==> src/logic/vpic_pkg.sv <==
// Package: constants for the vectored priority interrupt controller
package vpic_pkg;
  localparam int NUM_SOURCES  = 32;
  localparam int PRIO_W       = 3;
  localparam int SRC_W        = 5;
  localparam int STACK_DEPTH  = 8;
  localparam int STACK_PTR_W  = 4;
  localparam int VECTOR_W     = 32;
  // Mode register layout: [2:0] priority, [6:5] trigger type
  localparam int MODE_W       = 7;
  localparam int PRIO_LSB     = 0;
  localparam int TRIG_LSB     = 5;
  localparam logic [1:0] TRIG_LEVEL_LOW   = 2'h0;
  localparam logic [1:0] TRIG_EDGE_FALL   = 2'h1;
  localparam logic [1:0] TRIG_LEVEL_HIGH  = 2'h2;
  localparam logic [1:0] TRIG_EDGE_RISE   = 2'h3;
  localparam logic [MODE_W-1:0] MODE_RESET = 7'h00;
  localparam logic [31:0] MASK_RESET      = 32'h0000_0000;
  // Bit set means the source is an external pin with selectable polarity
  localparam logic [31:0] EXTERNAL_SOURCES = 32'hC000_0001;
  localparam logic [VECTOR_W-1:0] VECTOR_RESET = 32'h0000_0000;
endpackage : vpic_pkg

==> src/logic/vpic_source_detect.sv <==
// One source's trigger detection and edge latch
`timescale 1ns/1ps
`default_nettype none
module vpic_source_detect
  import vpic_pkg::*;
#(
  parameter bit EXTERNAL = 1'b0
) (
  // Clock and reset
  input  wire logic       sys_clk,
  input  wire logic       rstn,
  // Source and mode
  input  wire logic       srcIn,
  input  wire logic [1:0] trigType,
  // Commands
  input  wire logic       setCmd,
  input  wire logic       clearCmd,
  input  wire logic       autoClear,
  // Status
  output logic            pending
);
  logic [1:0] effType;
  logic       isEdge;
  logic       activeHigh;
  logic       level;
  logic       prevLevel_reg;
  logic       prevLevel_next;
  logic       latch_reg;
  logic       latch_next;

  // Internal sources: polarity fixed active high, only level/edge choice
  always_comb begin
    effType = EXTERNAL ? trigType : {1'b1, trigType[0]};
    isEdge = effType[0];
    activeHigh = effType[1];
    level = activeHigh ? srcIn : ~srcIn;
  end

  always_comb begin
    prevLevel_next = level;
    latch_next = latch_reg;
    if (!isEdge) begin
      latch_next = 1'b0;
    end else begin
      if (clearCmd || autoClear) begin
        latch_next = 1'b0;
      end
      // Set wins over clear so a coincident edge is not lost
      if (setCmd || (level && !prevLevel_reg)) begin
        latch_next = 1'b1;
      end
    end
  end

  always_ff @(posedge sys_clk or negedge rstn) begin
    if (!rstn) begin
      prevLevel_reg <= 1'b1;
      latch_reg <= 1'b0;
    end else begin
      prevLevel_reg <= prevLevel_next;
      latch_reg <= latch_next;
    end
  end

  assign pending = isEdge ? latch_reg : level;
endmodule : vpic_source_detect
`default_nettype wire

==> src/logic/vpic_nest_stack.sv <==
// Nesting stack of current interrupt number and level
`timescale 1ns/1ps
`default_nettype none
module vpic_nest_stack
  import vpic_pkg::*;
(
  // Clock and reset
  input  wire logic              sys_clk,
  input  wire logic              rstn,
  // Push and pop
  input  wire logic              push,
  input  wire logic [SRC_W-1:0]  pushSrc,
  input  wire logic [PRIO_W-1:0] pushPrio,
  input  wire logic              pop,
  // Top of stack
  output logic                   busy,
  output logic [SRC_W-1:0]       topSrc,
  output logic [PRIO_W-1:0]      topPrio
);
  logic [SRC_W-1:0]       srcMem_reg [STACK_DEPTH];
  logic [PRIO_W-1:0]      prioMem_reg [STACK_DEPTH];
  logic [STACK_PTR_W-1:0] depth_reg;
  logic [STACK_PTR_W-1:0] depth_next;
  logic [2:0]             wrIdx;
  logic [2:0]             topIdx;

  always_comb begin
    depth_next = depth_reg;
    // Overflow drops the push; eight levels cannot nest deeper
    if (push && depth_reg != STACK_PTR_W'(STACK_DEPTH)) begin
      depth_next = depth_reg + 4'h1;
    end else if (pop && depth_reg != 4'h0) begin
      depth_next = depth_reg - 4'h1;
    end
    wrIdx = depth_reg[2:0];
    topIdx = depth_reg[2:0] - 3'h1;
  end

  always_ff @(posedge sys_clk or negedge rstn) begin
    if (!rstn) begin
      depth_reg <= 4'h0;
    end else begin
      depth_reg <= depth_next;
    end
  end

  always_ff @(posedge sys_clk) begin
    if (push && depth_reg != STACK_PTR_W'(STACK_DEPTH)) begin
      srcMem_reg[wrIdx] <= pushSrc;
      prioMem_reg[wrIdx] <= pushPrio;
    end
  end

  assign busy = depth_reg != 4'h0;
  assign topSrc = busy ? srcMem_reg[topIdx] : 5'h00;
  assign topPrio = busy ? prioMem_reg[topIdx] : 3'h0;
endmodule : vpic_nest_stack
`default_nettype wire

==> src/logic/vectored_priority_interrupt_ctrl.sv <==
// Top of the vectored eight-level priority interrupt controller
//
// Summary of operation
// Per-source trigger type decides active condition
// Internal sources: level or edge, fixed polarity
// External sources: high, low, rising, falling
// Enable/disable commands set mask, mask readable
// Disabled source excluded, others unaffected
// Set forces edge pending, clear drops latch
// Set/clear ignored for level sources
// Normal vector read clears current edge only
// No auto clear when fast forcing enabled
// Source 0 cleared by fast vector read
// Pending shows activity regardless of mask
// Current source and core request status readable
// Normal request from sources 1..31, unforced
// Three-bit priority, seven highest, zero lowest
// Request immediate; choice made at vector read
// Current level is current source's priority
// Ties go to lowest source number
// While servicing, only higher priority requests
// Software writes end-of-interrupt after servicing
// Higher pending source reasserts normal request
// Vector read pushes number and level
// Stack holds eight nesting entries
// Software re-enables core interrupts and reads vector
// Vector read drops request, returns handler address
// End-of-interrupt pops, restores previous level
// Source 0 fast input, 1 system OR
// Edge latch holds until cleared
// Reset: all disabled, stack empty, requests off
`timescale 1ns/1ps
`default_nettype none
module vectored_priority_interrupt_ctrl
  import vpic_pkg::*;
#(
  parameter int SYS_LINES = 4
) (
  // Clock and reset
  input  wire logic                   sys_clk,
  input  wire logic                   rstn,
  // Interrupt sources
  input  wire logic                   fastInterruptInput,
  input  wire logic [SYS_LINES-1:0]   sysIrqLines,
  input  wire logic [31:2]            periphIrq,
  // Per-source configuration
  input  wire logic [MODE_W-1:0]      sourceModeRegister [NUM_SOURCES],
  input  wire logic [VECTOR_W-1:0]    sourceVectorRegister [NUM_SOURCES],
  input  wire logic [31:0]            fastForceEnable,
  // Command strobes, one cycle each
  input  wire logic                   enableCmdWrite,
  input  wire logic                   disableCmdWrite,
  input  wire logic                   setCmdWrite,
  input  wire logic                   clearCmdWrite,
  input  wire logic [31:0]            cmdData,
  input  wire logic                   normalVectorRead,
  input  wire logic                   fastVectorRead,
  input  wire logic                   endOfInterruptWrite,
  // Status
  output logic [31:0]                 maskRegister,
  output logic [31:0]                 pendingRegister,
  output logic [SRC_W-1:0]            currentSourceRegister,
  output logic [1:0]                  coreStatusRegister,
  output logic [VECTOR_W-1:0]         normalVectorRegister,
  output logic [VECTOR_W-1:0]         fastVectorRegister,
  // Processor core requests
  output logic                        normal_request_out_n,
  output logic                        fast_request_out_n
);
  // ==========================================================================
  // Source inputs and detection
  logic [31:0] srcIn;
  logic [31:0] pending;
  logic [31:0] autoClear;
  logic [31:0] mask_reg;
  logic [31:0] mask_next;

  always_comb begin
    srcIn = {periphIrq, |sysIrqLines, fastInterruptInput};
  end

  genvar g;
  generate
    for (g = 0; g < NUM_SOURCES; g++) begin : gSrc
      vpic_source_detect #(
        .EXTERNAL (EXTERNAL_SOURCES[g])
      ) uDetect (
        .sys_clk   (sys_clk),
        .rstn      (rstn),
        .srcIn     (srcIn[g]),
        .trigType  (sourceModeRegister[g][TRIG_LSB +: 2]),
        .setCmd    (setCmdWrite & cmdData[g]),
        .clearCmd  (clearCmdWrite & cmdData[g]),
        .autoClear (autoClear[g]),
        .pending   (pending[g])
      );
    end
  endgenerate

  // ==========================================================================
  // Mask
  always_comb begin
    mask_next = mask_reg;
    if (enableCmdWrite) begin
      mask_next = mask_next | cmdData;
    end
    if (disableCmdWrite) begin
      mask_next = mask_next & ~cmdData;
    end
  end

  always_ff @(posedge sys_clk or negedge rstn) begin
    if (!rstn) begin
      mask_reg <= MASK_RESET;
    end else begin
      mask_reg <= mask_next;
    end
  end

  // ==========================================================================
  // Priority arbitration
  logic [31:0]       candidates;
  logic              anyCand;
  logic [SRC_W-1:0]  bestSrc;
  logic [PRIO_W-1:0] bestPrio;
  logic              stackBusy;
  logic [SRC_W-1:0]  curSrc;
  logic [PRIO_W-1:0] curPrio;
  logic              higherWaiting;

  always_comb begin
    // Source 0 and fast-forced sources never reach the normal arbiter
    candidates = pending & mask_reg & ~fastForceEnable & 32'hFFFF_FFFE;
    anyCand = 1'b0;
    bestSrc = 5'h00;
    bestPrio = 3'h0;
    // Scan high to low so the lowest number wins a tie
    for (int i = NUM_SOURCES - 1; i >= 1; i--) begin
      if (candidates[i] &&
          (!anyCand || sourceModeRegister[i][PRIO_LSB +: PRIO_W] >= bestPrio)) begin
        anyCand = 1'b1;
        bestSrc = SRC_W'(i);
        bestPrio = sourceModeRegister[i][PRIO_LSB +: PRIO_W];
      end
    end
    higherWaiting = anyCand && (!stackBusy || bestPrio > curPrio);
  end

  vpic_nest_stack uStack (
    .sys_clk  (sys_clk),
    .rstn     (rstn),
    .push     (normalVectorRead & anyCand),
    .pushSrc  (bestSrc),
    .pushPrio (bestPrio),
    .pop      (endOfInterruptWrite),
    .busy     (stackBusy),
    .topSrc   (curSrc),
    .topPrio  (curPrio)
  );

  // ==========================================================================
  // Auto clear and request outputs
  logic              normReq_reg;
  logic              normReq_next;
  logic              fastReq_reg;
  logic              fastReq_next;
  logic [VECTOR_W-1:0] nVec_reg;
  logic [VECTOR_W-1:0] nVec_next;
  logic [VECTOR_W-1:0] fVec_reg;
  logic [VECTOR_W-1:0] fVec_next;
  logic              fastSrc;

  always_comb begin
    autoClear = 32'h0000_0000;
    if (normalVectorRead && anyCand && !fastForceEnable[bestSrc]) begin
      autoClear[bestSrc] = 1'b1;
    end
    if (fastVectorRead) begin
      autoClear[0] = 1'b1;
    end
    fastSrc = |(pending & mask_reg & (fastForceEnable | 32'h0000_0001));
    // Vector read drops the request for one cycle; re-evaluated after
    normReq_next = higherWaiting && !normalVectorRead;
    fastReq_next = fastSrc && !fastVectorRead;
    nVec_next = nVec_reg;
    fVec_next = fVec_reg;
    if (normalVectorRead) begin
      nVec_next = anyCand ? sourceVectorRegister[bestSrc] : VECTOR_RESET;
    end
    if (fastVectorRead) begin
      fVec_next = sourceVectorRegister[0];
    end
  end

  always_ff @(posedge sys_clk or negedge rstn) begin
    if (!rstn) begin
      normReq_reg <= 1'b0;
      fastReq_reg <= 1'b0;
      nVec_reg <= VECTOR_RESET;
      fVec_reg <= VECTOR_RESET;
    end else begin
      normReq_reg <= normReq_next;
      fastReq_reg <= fastReq_next;
      nVec_reg <= nVec_next;
      fVec_reg <= fVec_next;
    end
  end

  assign normal_request_out_n = ~normReq_reg;
  assign fast_request_out_n = ~fastReq_reg;
  assign maskRegister = mask_reg;
  assign pendingRegister = pending;
  assign currentSourceRegister = curSrc;
  assign coreStatusRegister = {fastReq_reg, normReq_reg};
  assign normalVectorRegister = nVec_reg;
  assign fastVectorRegister = fVec_reg;
endmodule : vectored_priority_interrupt_ctrl
`default_nettype wire

==> config.mk <==
export PLATFORM = sky130hd
export DESIGN_NAME = vectored_priority_interrupt_ctrl
export DESIGN_NICKNAME = d
export VERILOG_FILES = /design/src/logic/vpic_pkg.sv /design/src/logic/vpic_source_detect.sv /design/src/logic/vpic_nest_stack.sv /design/src/logic/vectored_priority_interrupt_ctrl.sv
export SDC_FILE = /design/constraint.sdc
export NUM_CORES = 1
export LEC_CHECK = 0
export BUFFER_PORTS_ARGS = -buffer_cell sky130_fd_sc_hd__buf_2
export CORE_AREA = 2 2 588 590
export CTS_CLUSTER_DIAMETER = 30
export CTS_CLUSTER_SIZE = 20
export DETAILED_ROUTE_END_ITERATION = 8
export DIE_AREA = 0 0 590 592
export HOLD_SLACK_MARGIN = 0.02
export MAX_ROUTING_LAYER = met4
export PLACE_DENSITY = 0.33
export SYNTH_ARGS = -nofsm -noshare
export SYNTH_HDL_FRONTEND = slang
export SYNTH_HIERARCHICAL = 1
export SYNTH_SLANG_ARGS = --single-unit
==> constraint.sdc <==
create_clock -name sys_clk -period 128.8 [get_ports sys_clk]
set_input_delay 25.76 -clock sys_clk [delete_from_list [all_inputs] [get_ports sys_clk]]
set_output_delay 25.76 -clock sys_clk [all_outputs]
set_load 0.03 [all_outputs]
# == After elaboration in Yosys (flattened, before gate mapping) ==
# Memory sizes are Yosys's and may differ from the RTL's.
# Cells that the tools add are included.
# totals
output_inout_bits,137
latch_bits,0
n_memories,2
regBits,166
mem_bits_rw,64
romBits,0
elab_cells,697
input_bits,1356
# mem_list
name,words,width,read_ports,rd_clocked_by_memory_dff,write_ports,line_no,rtl
uStack.srcMem_reg,8,5,1,0,1,vpic_nest_stack.sv:20,logic [SRC_W-1:0] srcMem_reg [STACK_DEPTH];
uStack.prioMem_reg,8,3,1,0,1,vpic_nest_stack.sv:21,logic [PRIO_W-1:0] prioMem_reg [STACK_DEPTH];
# classes
n_reduce_logical,235
addsub,3
eq_ne,33
mul,0
n_bitwise,78
div,0
shift,0
muxes,242
order_cmp,34
# ops
op,n
$mux 32,6
$mux 1,167
$bmux 32 s5,1
$mux 5,32
$and 32x32->32,4
$mux 3,32
$ne 3x1->1 const B,32
$logic_or 1x1->1,95
$ge 3x3->1,30
$logic_and 1x1->1,70
$logic_not 1->1,66
$and 1x1->1,65
$not 32->32,2
$or 32x32->32,1
$reduce_or 32->1,1
$mux 4,2
$ge 6x6->1 const B,1
$lt 5x6->1 const B,1
$not 5->6,1
$bmux 1 s5,1
$demux 1 s5,1
$ge 5x1->1 const B,1
$not 1->1,5
$add 4x1->4 const B,1
other kinds (7),7

# == Logic depth before layout (Yosys ltp) ==
# Gate-level depths: netlist of run 1.
# logic_depth
ltp_word,136
ltp_mapped,226
mapped_depth_nobuf,219

# == Modules after synthesis ==
# The synthesis of run 1 kept the hierarchy.
# modules_own_cells
module,n_inst,cells_each,seq_area_each_um2,area_each_um2
vectored_priority_interrupt_ctrl,1,2605,2452.4,17641.9
vpic_nest_stack,1,160,2021.9,2872.8
vpic_source_detect at gSrc[10].uDetect ...,29,6,51.3,85.1
vpic_source_detect at gSrc[0].uDetect ...,3,10,51.3,107.6

# == Least setup slack after synthesis of run 1 ==
# Ideal clock, no wire load.
# synth_timing
kind,input port to flip-flop
startpoint,input port sourceModeRegister[6] (netlist bit)
endpoint,"register nVec_reg[19], in the netlist normalVectorRegister[19]"
t_required_ns,128.678
path_slack_ns,61.427
t_arrival_ns,67.251
setup_ns,0.122
n_path_buf,9
cell_stages,209
path_cell_list,xor2_1 > o21ai_0 > and3b_1 > buf_2 > nand2_1 > ha_1 > a21oi_1 > o21ai_1 > o21a_1 > a22o_1 > ha_1 > nand2b_1 > a21o_1 > a211o_1 > nand2_1 > mux2_2 > ha_1 > nor2_1 > [173 not listed] > o32ai_4 > nor2_1 > mux2_2 > ha_1 > nand2b_1 > a21oi_1 > nor2b_1 > o31a_1 > clkbuf_1 > or4_1 > buf_2 > or3_1 > nand2b_1 > buf_4 > nor2_2 > clkbuf_1 > a32oi_1 > a32o_1
# synth_between
elab_chain_len,130
word_cells_on_any_way,221
classes_between,order compare (30); mux (98); bitwise (3); reduce/logical (90)
# synth_rtl
item,line_no,rtl
start: declaration,vectored_priority_interrupt_ctrl.sv:47,"input wire logic [MODE_W-1:0] sourceModeRegister [NUM_SOURCES],"
$mux 1 (*),vpic_source_detect.sv:36,level = activeHigh ? srcIn : ~srcIn;
$mux 1 (*),vpic_source_detect.sv:65,assign pending = isEdge ? latch_reg : level;
named net pendingRegister[31],vectored_priority_interrupt_ctrl.sv:61,"output logic [31:0] pendingRegister,"
$and 32x32->32 (*) (2 in a row),vectored_priority_interrupt_ctrl.sv:133,candidates = pending & mask_reg & ~fastForceEnable & 32'hFFFF_FFFE;
$mux 3 or $mux 1 (tied branches),vectored_priority_interrupt_ctrl.sv:139,if (candidates[i] &&
$ge 3x3->1 or $logic_not 1->1 (tied branches),vectored_priority_interrupt_ctrl.sv:140,(!anyCand || sourceModeRegister[i][PRIO_LSB +: PRIO_W] >= bestPrio)) begin
$logic_or 1x1->1,vectored_priority_interrupt_ctrl.sv:140,
$logic_and 1x1->1,vectored_priority_interrupt_ctrl.sv:139,
[113 not listed],n/a,
$ge 3x3->1 or $logic_not 1->1 (tied branches),vectored_priority_interrupt_ctrl.sv:140,
$logic_or 1x1->1,vectored_priority_interrupt_ctrl.sv:140,
$logic_and 1x1->1,vectored_priority_interrupt_ctrl.sv:139,
$mux 5,vectored_priority_interrupt_ctrl.sv:139,
$not 5->6 (not written as such),vectored_priority_interrupt_ctrl.sv:188,nVec_next = anyCand ? sourceVectorRegister[bestSrc] : VECTOR_RESET;
$bmux 32 s5,vectored_priority_interrupt_ctrl.sv:188,
$mux 32 (not written as such) (2 in a row),vectored_priority_interrupt_ctrl.sv:188,
$mux 32 (*),vectored_priority_interrupt_ctrl.sv:188,
end signal: assignment,vectored_priority_interrupt_ctrl.sv:204,nVec_reg <= nVec_next;
end: declaration,vectored_priority_interrupt_ctrl.sv:167,logic [VECTOR_W-1:0] nVec_reg;
# Mark *: on every way through the listed nets, which the timed path passes. The rest lies on a longest branch. The select of a mux whose other input is x is not followed.
# A chain may end at the register's enable or synchronous reset.

# == Worst setup path in the final report of run 1 ==
# layout_timing
startpoint,input port sourceModeRegister[6] (netlist bit)
endpoint,"register nVec_reg[0], in the netlist normalVectorRegister[0]"
# layout_between
elab_chain_len,130
word_cells_on_any_way,221
classes_between,order compare (30); mux (98); bitwise (3); reduce/logical (90)
# layout_rtl
item,line_no
$mux 1 (*),vpic_source_detect.sv:36
$mux 1 (*),vpic_source_detect.sv:65
$and 32x32->32 (*) (2 in a row),vectored_priority_interrupt_ctrl.sv:133
$mux 3 or $mux 1 (tied branches),vectored_priority_interrupt_ctrl.sv:139
$ge 3x3->1 or $logic_not 1->1 (tied branches),vectored_priority_interrupt_ctrl.sv:140
$logic_or 1x1->1,vectored_priority_interrupt_ctrl.sv:140
$logic_and 1x1->1,vectored_priority_interrupt_ctrl.sv:139
$mux 3 or $mux 1 (tied branches),vectored_priority_interrupt_ctrl.sv:139
[112 not listed],n/a
$ge 3x3->1 or $logic_not 1->1 (tied branches),vectored_priority_interrupt_ctrl.sv:140
$logic_or 1x1->1,vectored_priority_interrupt_ctrl.sv:140
$logic_and 1x1->1,vectored_priority_interrupt_ctrl.sv:139
$mux 5,vectored_priority_interrupt_ctrl.sv:139
$not 5->6 (not written as such),vectored_priority_interrupt_ctrl.sv:188
$bmux 32 s5,vectored_priority_interrupt_ctrl.sv:188
$mux 32 (not written as such) (2 in a row),vectored_priority_interrupt_ctrl.sv:188
$mux 32 (*),vectored_priority_interrupt_ctrl.sv:188
# Every way passes the cells marked *; elsewhere a longest branch is shown, timed or not. The select of a mux whose other input is x is not followed.

==> results of run 1 <==
[logic make-up (layout without fill, tap and decap cells)]
| kind of cell | after synthesis | count (layout) | synth area share |
|---|---|---|---|
| muxes | 176 | 176 | 0.0903 |
| xor gates and xnor gates | 8 | 8 | 0.00301 |
| and+or+nand+nor | 1197 | 1197 | 0.251 |
| DFF | 230 | 230 | 0.262 |
| other | 0 | 120 | 0 |
| AOI/OAI and AO/OA | 990 | 990 | 0.295 |
| buffers and inverters | 289 | 1770 | 0.0559 |
| adders and majority gates | 79 | 79 | 0.0421 |
[cell type report]
class / instances / area (µm²) / area share
diodes: 120 / 300 / 0.00757
clock buffers: 140 / 2740 / 0.0690
inverters: 103 / 390 / 0.00984
multi-input cells: 2450 / 16200 / 0.409
well taps: 4557 / 5700 / 0.144
repair buffers: 1500 / 7820 / 0.197
clock inverters: 27 / 378 / 0.00953
flip-flops and latches: 230 / 6120 / 0.154
[critical path, delay by kind of cell]
kind / cells / cell delay [ps]
mux: 6 / 2270
compound gates: 84 / 21690
xor+xnor: 1 / 360
simple gates: 72 / 14610
fa+ha+maj: 35 / 9990
buf+inv: 9 / 2120
[placed cells by master, fill, tap and decap left out, drive strengths merged, types with 62 or more instances in the layout]
| master | synthesis | layout |
|---|---|---|
| nor2 | 249 | 249 |
| buf | 114 | 1500 |
| o21ai | 153 | 153 |
| a21oi | 167 | 167 |
| o22ai | 181 | 181 |
| mux2i | 80 | 80 |
| and2 | 87 | 87 |
| mux2 | 80 | 80 |
| dfrtp | 134 | 134 |
| nand2 | 442 | 442 |
| inv | 103 | 102 |
| edfxtp | 64 | 64 |
| clkbuf | 72 | 140 |
| and3 | 62 | 62 |
| nand3 | 79 | 79 |
| diode | 0 | 120 |
| a31oi | 102 | 102 |
| ha | 72 | 72 |
[routing by layer]
| layer | track usage | vias up | part of all wire |
|---|---|---|---|
| li1 | - | 14271 | - |
| met1 | 0.176 | 15836 | 0.39 |
| met2 | 0.284 | 1786 | 0.50 |
| met3 | 0.0349 | 493 | 0.060 |
| met4 | 0.0763 | 0 | 0.053 |
| met5 | - | - | 0 |
[how the worst max path moves through the flow]
stage	startpoint	cells after the start	end	slack [ps]
finish	sourceModeRegister[6]	207	normalVectorRegister[0]	52410
global route	sourceModeRegister[6]	211	normalVectorRegister[0]	48160
floorplan	sourceModeRegister[6]	209	normalVectorRegister[19]	61430
CTS	sourceModeRegister[6]	207	normalVectorRegister[0]	51670
detailed placement	sourceModeRegister[6]	208	normalVectorRegister[0]	51020
global placement	sourceModeRegister[6]	209	normalVectorRegister[0]	51190
[power breakdown]
part	switching (W)	leakage [nW]	internal, W
clock	0.0000667	1.51	0.000158
sequential	0.00000819	2.54	0.0000963
combinational	0.000539	12.6	0.000190
total	0.000614	16.6	0.000444
[metrics by stage]
stage	area [µm²]	hold slack, ps	worst slack [ps]	instances
2_1_floorplan	23300	555	61430	2969
3_3_place_gp	36200	461	51190	8840
3_5_place_dp	36200	467	51020	8840
4_1_cts	39400	481	51670	9007
5_1_grt	39600	507	48160	9097
6_report	39700	479	52410	9127
==> results by group, run 1 <==
Outcome
  • Status: finished clean

Yosys
  • Syn_area_per_cell: 7.85 µm²
  • Synth top cells by count: 442 x nand2_1, 245 x nor2_1, 181 x o22ai_1
  • EDFF count, synth: 64
  • Synth Warn #: 6
  • Post-Syn Area: 23300 µm²
  • FF+latch count, synth: 230
  • Mapped Cells: 2969
  • Synth top area share: 0.144
  • Synthesized net count: 4398
  • Synth area leader: dfrtp_1
  • Distinct cells, synth: 112
  • Seq/Total Area, Yosys: 0.262
  • Synth top area cells: dfrtp_1 14%, edfxtp_1 8.2%, nand2_1 7.1%
  • Top FF cell, synth: dfrtp_1
  • Most common cell in the netlist: nand2_1
  • Ys async rst share: 0.722

Pwr
  • Final Power: 0.00106 W
  • Worst vdd ir: 0.0000203 V
  • PwrDens: 26.7 nW/µm²
  • Leakage: 16.6 nW

STA
  • Clock skew: 89.3 ps
  • Final hold vios: 0
  • Final min period: 76390 ps
  • Final setup fails: 0
  • Final period utilization: 0.593
  • Rel. slew slack: 0.140
  • Setup TNS: 0 ps
  • Final slew viol count: 0
  • RSZ-0062 raised after global routing: false
  • Slew @ Worst Pin: 1290 ps
  • Max Fclk: 13.1 MHz

Die
  • Io pins: 1493
  • Die ar.: 349000 µm²
  • Core ar.: 342000 µm²
  • Row cnt: 215
  • Initial Util: 0.0681
  • Die extent in x: 590 µm
  • Chip Height: 592 µm

Place
  • HPWL Detailed: 248000 µm
  • Placer Congestion: 0.940
  • IO Port Bufs: 1395

Setup path
  • Crit start category: input pin
  • R2r setup slk: 77460 ps
  • CP max FO: 13
  • CP max stage cell: a2111oi_0
  • R2r worst-path depth: 206
  • FF-to-FF Start: gSrc[31].uDetect/latch_reg
  • CP peak stage delay: 750 ps
  • Worst Path Required: 129440 ps
  • CP most frequent cell: ha_1
  • RR Endpoint: normalVectorRegister[0]
  • Crit path DAT: 77030 ps
  • Setup CP Type: input pin to flip-flop
  • Critical Path End Type: flip-flop

Clock network
  • CTS resizes: 0
  • Total CTS buffers: 93
  • Clk sinks: 230
  • Clock slew at reported path FFs: 40 ps
  • Clock H-tree levels: 3
  • Clk Latency, worst-skew pair: 790 ps
  • Post-CTS Setup Bufs: 0
  • Clk buf depth: 4
  • Root Driver: clkbuf_16
  • Hold_buf cts: 0
  • CTS tree: built

GRT
  • Global-route wire length before repair: 356000 µm
  • GRT overflow: 0
  • Vias in the first global route: 33287
  • Total track usage: 0.163
  • Largest net degree at the start of global routing: 73
  • Initial antenna violation count: 199

Layout
  • Final Util: 0.116
  • Largest register FFs: 40
  • P&R area growth vs syn: 70.2%
  • Final net count: 5807
  • Layout cells sized above 1: 0.427
  • Fill count: 39980

Hold path
  • Hold path startpoint: normalVectorRegister[13]
  • Hold path cells: 2
  • Hold endpoint: normalVectorRegister[13]
  • Hold/Removal Path Class: flip-flop to flip-flop

Route
  • Final WL: 289000 µm
  • Drt wl/cell: 31.6 µm
  • DRT Pass-1 Iters: 5
  • Via-to-Cell Ratio: 3.55
  • Initial DRC count: 2364
  • DRC Markers: 0
  • Routed via count: 32386
  • Post-route antenna net violation count: 0

Flow run
  • MaxCap Viol Count: 0
Power figures use the tool's default switching activity.
==> run 2: changes to the inputs <==
ABC_AREA = 1   (was not set)
CORE_AREA = 2 2 578 580   (was 2 2 588 590)
DIE_AREA = 0 0 580 582   (was 0 0 590 592)
PLACE_DENSITY = 0.35   (was 0.33)
clock period = 78.5 ns   (was 128.8 ns; I/O delays follow)
==> results by group, run 2 <==
Die
  • Die ar.: 338000 µm²
  • Die extent in x: 580 µm
  • Io pins: 1493
  • Initial Util: 0.0932
  • Chip Height: 582 µm
  • Core ar.: 332000 µm²
  • Row cnt: 212

Pwr
  • Int Pwr: 0.000713 W
  • Clock Power Share: 0.233
  • Comb pwr share: 0.671
  • Register share of total power: 0.096
  • PwrDens: 38.0 nW/µm²
  • Sw Pwr: 0.00101 W
  • Leakage: 25.9 nW
  • Switching share of power: 0.587
  • Worst vdd ir: 0.0000266 V
  • Final Power: 0.00173 W

Yosys
  • Synth top area share: 0.307
  • Post-Syn Area: 30900 µm²
  • Most common cell in the netlist: nand2_1
  • EDFF count, synth: 64
  • Mapped Cells: 5577
  • Synth Warn #: 6
  • Top FF cell, synth: dfrtp_1
  • Syn_area_per_cell: 5.54 µm²
  • Ys async rst share: 0.722
  • Synthesized net count: 7006
  • Synth top area cells: nand2_1 31%, inv_1 11%, dfrtp_1 11%
  • Synth area leader: nand2_1
  • Distinct cells, synth: 60
  • FF+latch count, synth: 230
  • Seq/Total Area, Yosys: 0.198
  • Synth top cells by count: 2531 x nand2_1, 942 x inv_1, 395 x nor2_1

Place
  • Placer Congestion: 0.915
  • Placed Area: 41600 µm²
  • IO Port Bufs: 1395
  • HPWL Detailed: 216000 µm

Setup path
  • R2r setup slk: 40110 ps
  • Setup CP Type: input pin to flip-flop
  • Worst Path Required: 79110 ps
  • CP most frequent cell: nand2_1
  • Crit start category: input pin
  • Critical Path End Type: flip-flop
  • RR Endpoint: normalVectorRegister[24]
  • CP max stage cell: o21ai_1
  • CP max FO: 110
  • R2r worst-path depth: 296
  • CP peak stage delay: 820 ps
  • Crit path DAT: 53920 ps
  • FF-to-FF Start: gSrc[31].uDetect/latch_reg

Route
  • DRC Markers: 0
  • Post-route antenna net violation count: 0
  • DRT Pass-1 Iters: 5
  • Via-to-Cell Ratio: 3.40
  • Final WL: 256000 µm
  • Drt wl/cell: 22.3 µm
  • Initial DRC count: 2275
  • Routed via count: 38992

STA
  • Final hold vios: 0
  • Slew @ Worst Pin: 1110 ps
  • Final min period: 53310 ps
  • RSZ-0062 raised after global routing: false
  • Clock skew: 107 ps
  • Setup TNS: 0 ps
  • Rel. slew slack: 0.251
  • Final period utilization: 0.679
  • Final setup fails: 0
  • Max Fclk: 18.8 MHz
  • Final slew viol count: 0

Hold path
  • Hold endpoint: normalVectorRegister[9]
  • Hold path cells: 2
  • Hold/Removal Path Class: flip-flop to flip-flop
  • Hold path startpoint: normalVectorRegister[9]

Layout
  • Fill count: 39611
  • Largest register FFs: 40
  • Most frequent cells in the layout: 2531 x nand2_1, 1393 x buf_2, 942 x inv_1
  • Layout cells sized above 1: 0.269
  • Final Util: 0.137
  • Commonest non-fill, non-tap cell in the layout: nand2_1
  • P&R area growth vs syn: 46.8%
  • Post-Layout Inst Area: 45400 µm²
  • Final net count: 8297

GRT
  • GRT overflow: 0
  • Global-route wire length before repair: 336000 µm
  • Total track usage: 0.150
  • Initial antenna violation count: 231
  • Largest net degree at the start of global routing: 111
  • Vias in the first global route: 38803

Clock network
  • Clk Latency, worst-skew pair: 830 ps
  • Post-CTS Setup Bufs: 0
  • Root Driver: clkbuf_16
  • Hold_buf cts: 0
  • Clock H-tree levels: 3
  • Total CTS buffers: 107
  • CTS resizes: 0
  • Clk buf depth: 4
  • CTS tree: built
  • Clk sinks: 230
  • Clock slew at reported path FFs: 30 ps

Outcome
  • Status: finished clean

Flow run
  • MaxCap Viol Count: 0
==> run 2: cell count changes after synthesis, moves of 84 or more <==
| cell | previous run | this run |
|---|---|---|
| a21oi_1 | 165 | 49 |
| a31oi_1 | 101 | 2 |
| and2_1 | 86 | 2 |
| inv_1 | 101 | 942 |
| nand2_1 | 442 | 2531 |
| nand2_2 | 0 | 89 |
| nand3_1 | 76 | 199 |
| nand3b_1 | 9 | 281 |
| nor2_1 | 245 | 395 |
| o21ai_1 | 19 | 112 |
| o22ai_1 | 181 | 0 |
==> run 2: cells by family after synthesis <==
group,synth area share
AO/OA/AOI/OAI,0.0704
adder cells (fa/ha/maj),0.0298
multiplexers,0.00947
buffers and inverters,0.193
flip-flops,0.198
AND/OR/NAND/NOR,0.499
XOR/XNOR,0.00109
==> run 2: critical path: cells and delay by family <==
| kind | cells | cell delay (ps) |
|---|---|---|
| simple gates | 154 | 14230 |
| compound gates | 59 | 9310 |
| fa+ha+maj | 30 | 8530 |
| buf+inv | 56 | 5530 |
==> run 2: worst max-delay path by stage <==
stage	from	end	slack, ps	depth (start not counted)
after global placement	sourceModeRegister[6]	normalVectorRegister[21]	23660	299
after detailed placement	sourceModeRegister[6]	normalVectorRegister[21]	23710	299
after floorplan	sourceModeRegister[6]	normReq_reg	32900	295
final	sourceModeRegister[6]	normalVectorRegister[24]	25190	299
after CTS	sourceModeRegister[6]	normalVectorRegister[21]	24480	299
after global routing	sourceModeRegister[6]	normalVectorRegister[21]	20100	297
==> run 2: final cells by class <==
class | count | area (µm²) | area share
antenna | 124 | 310 | 0.00684
clock buffer | 159 | 3080 | 0.0679
clock inverter | 27 | 373 | 0.00822
inverter | 972 | 3670 | 0.0808
multi-input combinational | 4103 | 18900 | 0.416
sequential | 230 | 6120 | 0.135
tap | 4387 | 5490 | 0.121
timing repair buffer | 1454 | 7440 | 0.164
==> run 2: metal layers <==
| metal | vias up | share of wire | track usage |
|---|---|---|---|
| met1 | 17618 | 0.41 | 0.175 |
| li1 | 19517 | - | - |
| met3 | 309 | 0.081 | 0.0392 |
| met2 | 1548 | 0.48 | 0.257 |
| met4 | 0 | 0.029 | 0.0357 |
| met5 | - | 0 | - |
==> run 2: per-stage QoR <==
| stage | setup WS, ps | hold slack [ps] | std cells |
|---|---|---|---|
| finish | 25190 | 466 | 11456 |
| global route | 20100 | 492 | 11430 |
| CTS | 24480 | 472 | 11332 |
| detailed placement | 23710 | 462 | 11146 |
| global placement | 23660 | 463 | 11146 |
| floorplan | 32900 | 518 | 5577 |
==> run 2: power by group through the flow <==
| stage | clock network, W | registers [W] | logic (W) |
|---|---|---|---|
| after floorplan | 0 | 0.000188 | 0.000693 |
| after global placement | 0 | 0.000166 | 0.00123 |
| after detailed placement | 0 | 0.000167 | 0.00122 |
| after CTS | 0.000414 | 0.000166 | 0.00123 |
| after global routing | 0.000421 | 0.000168 | 0.00131 |
| final | 0.000402 | 0.000165 | 0.00116 |
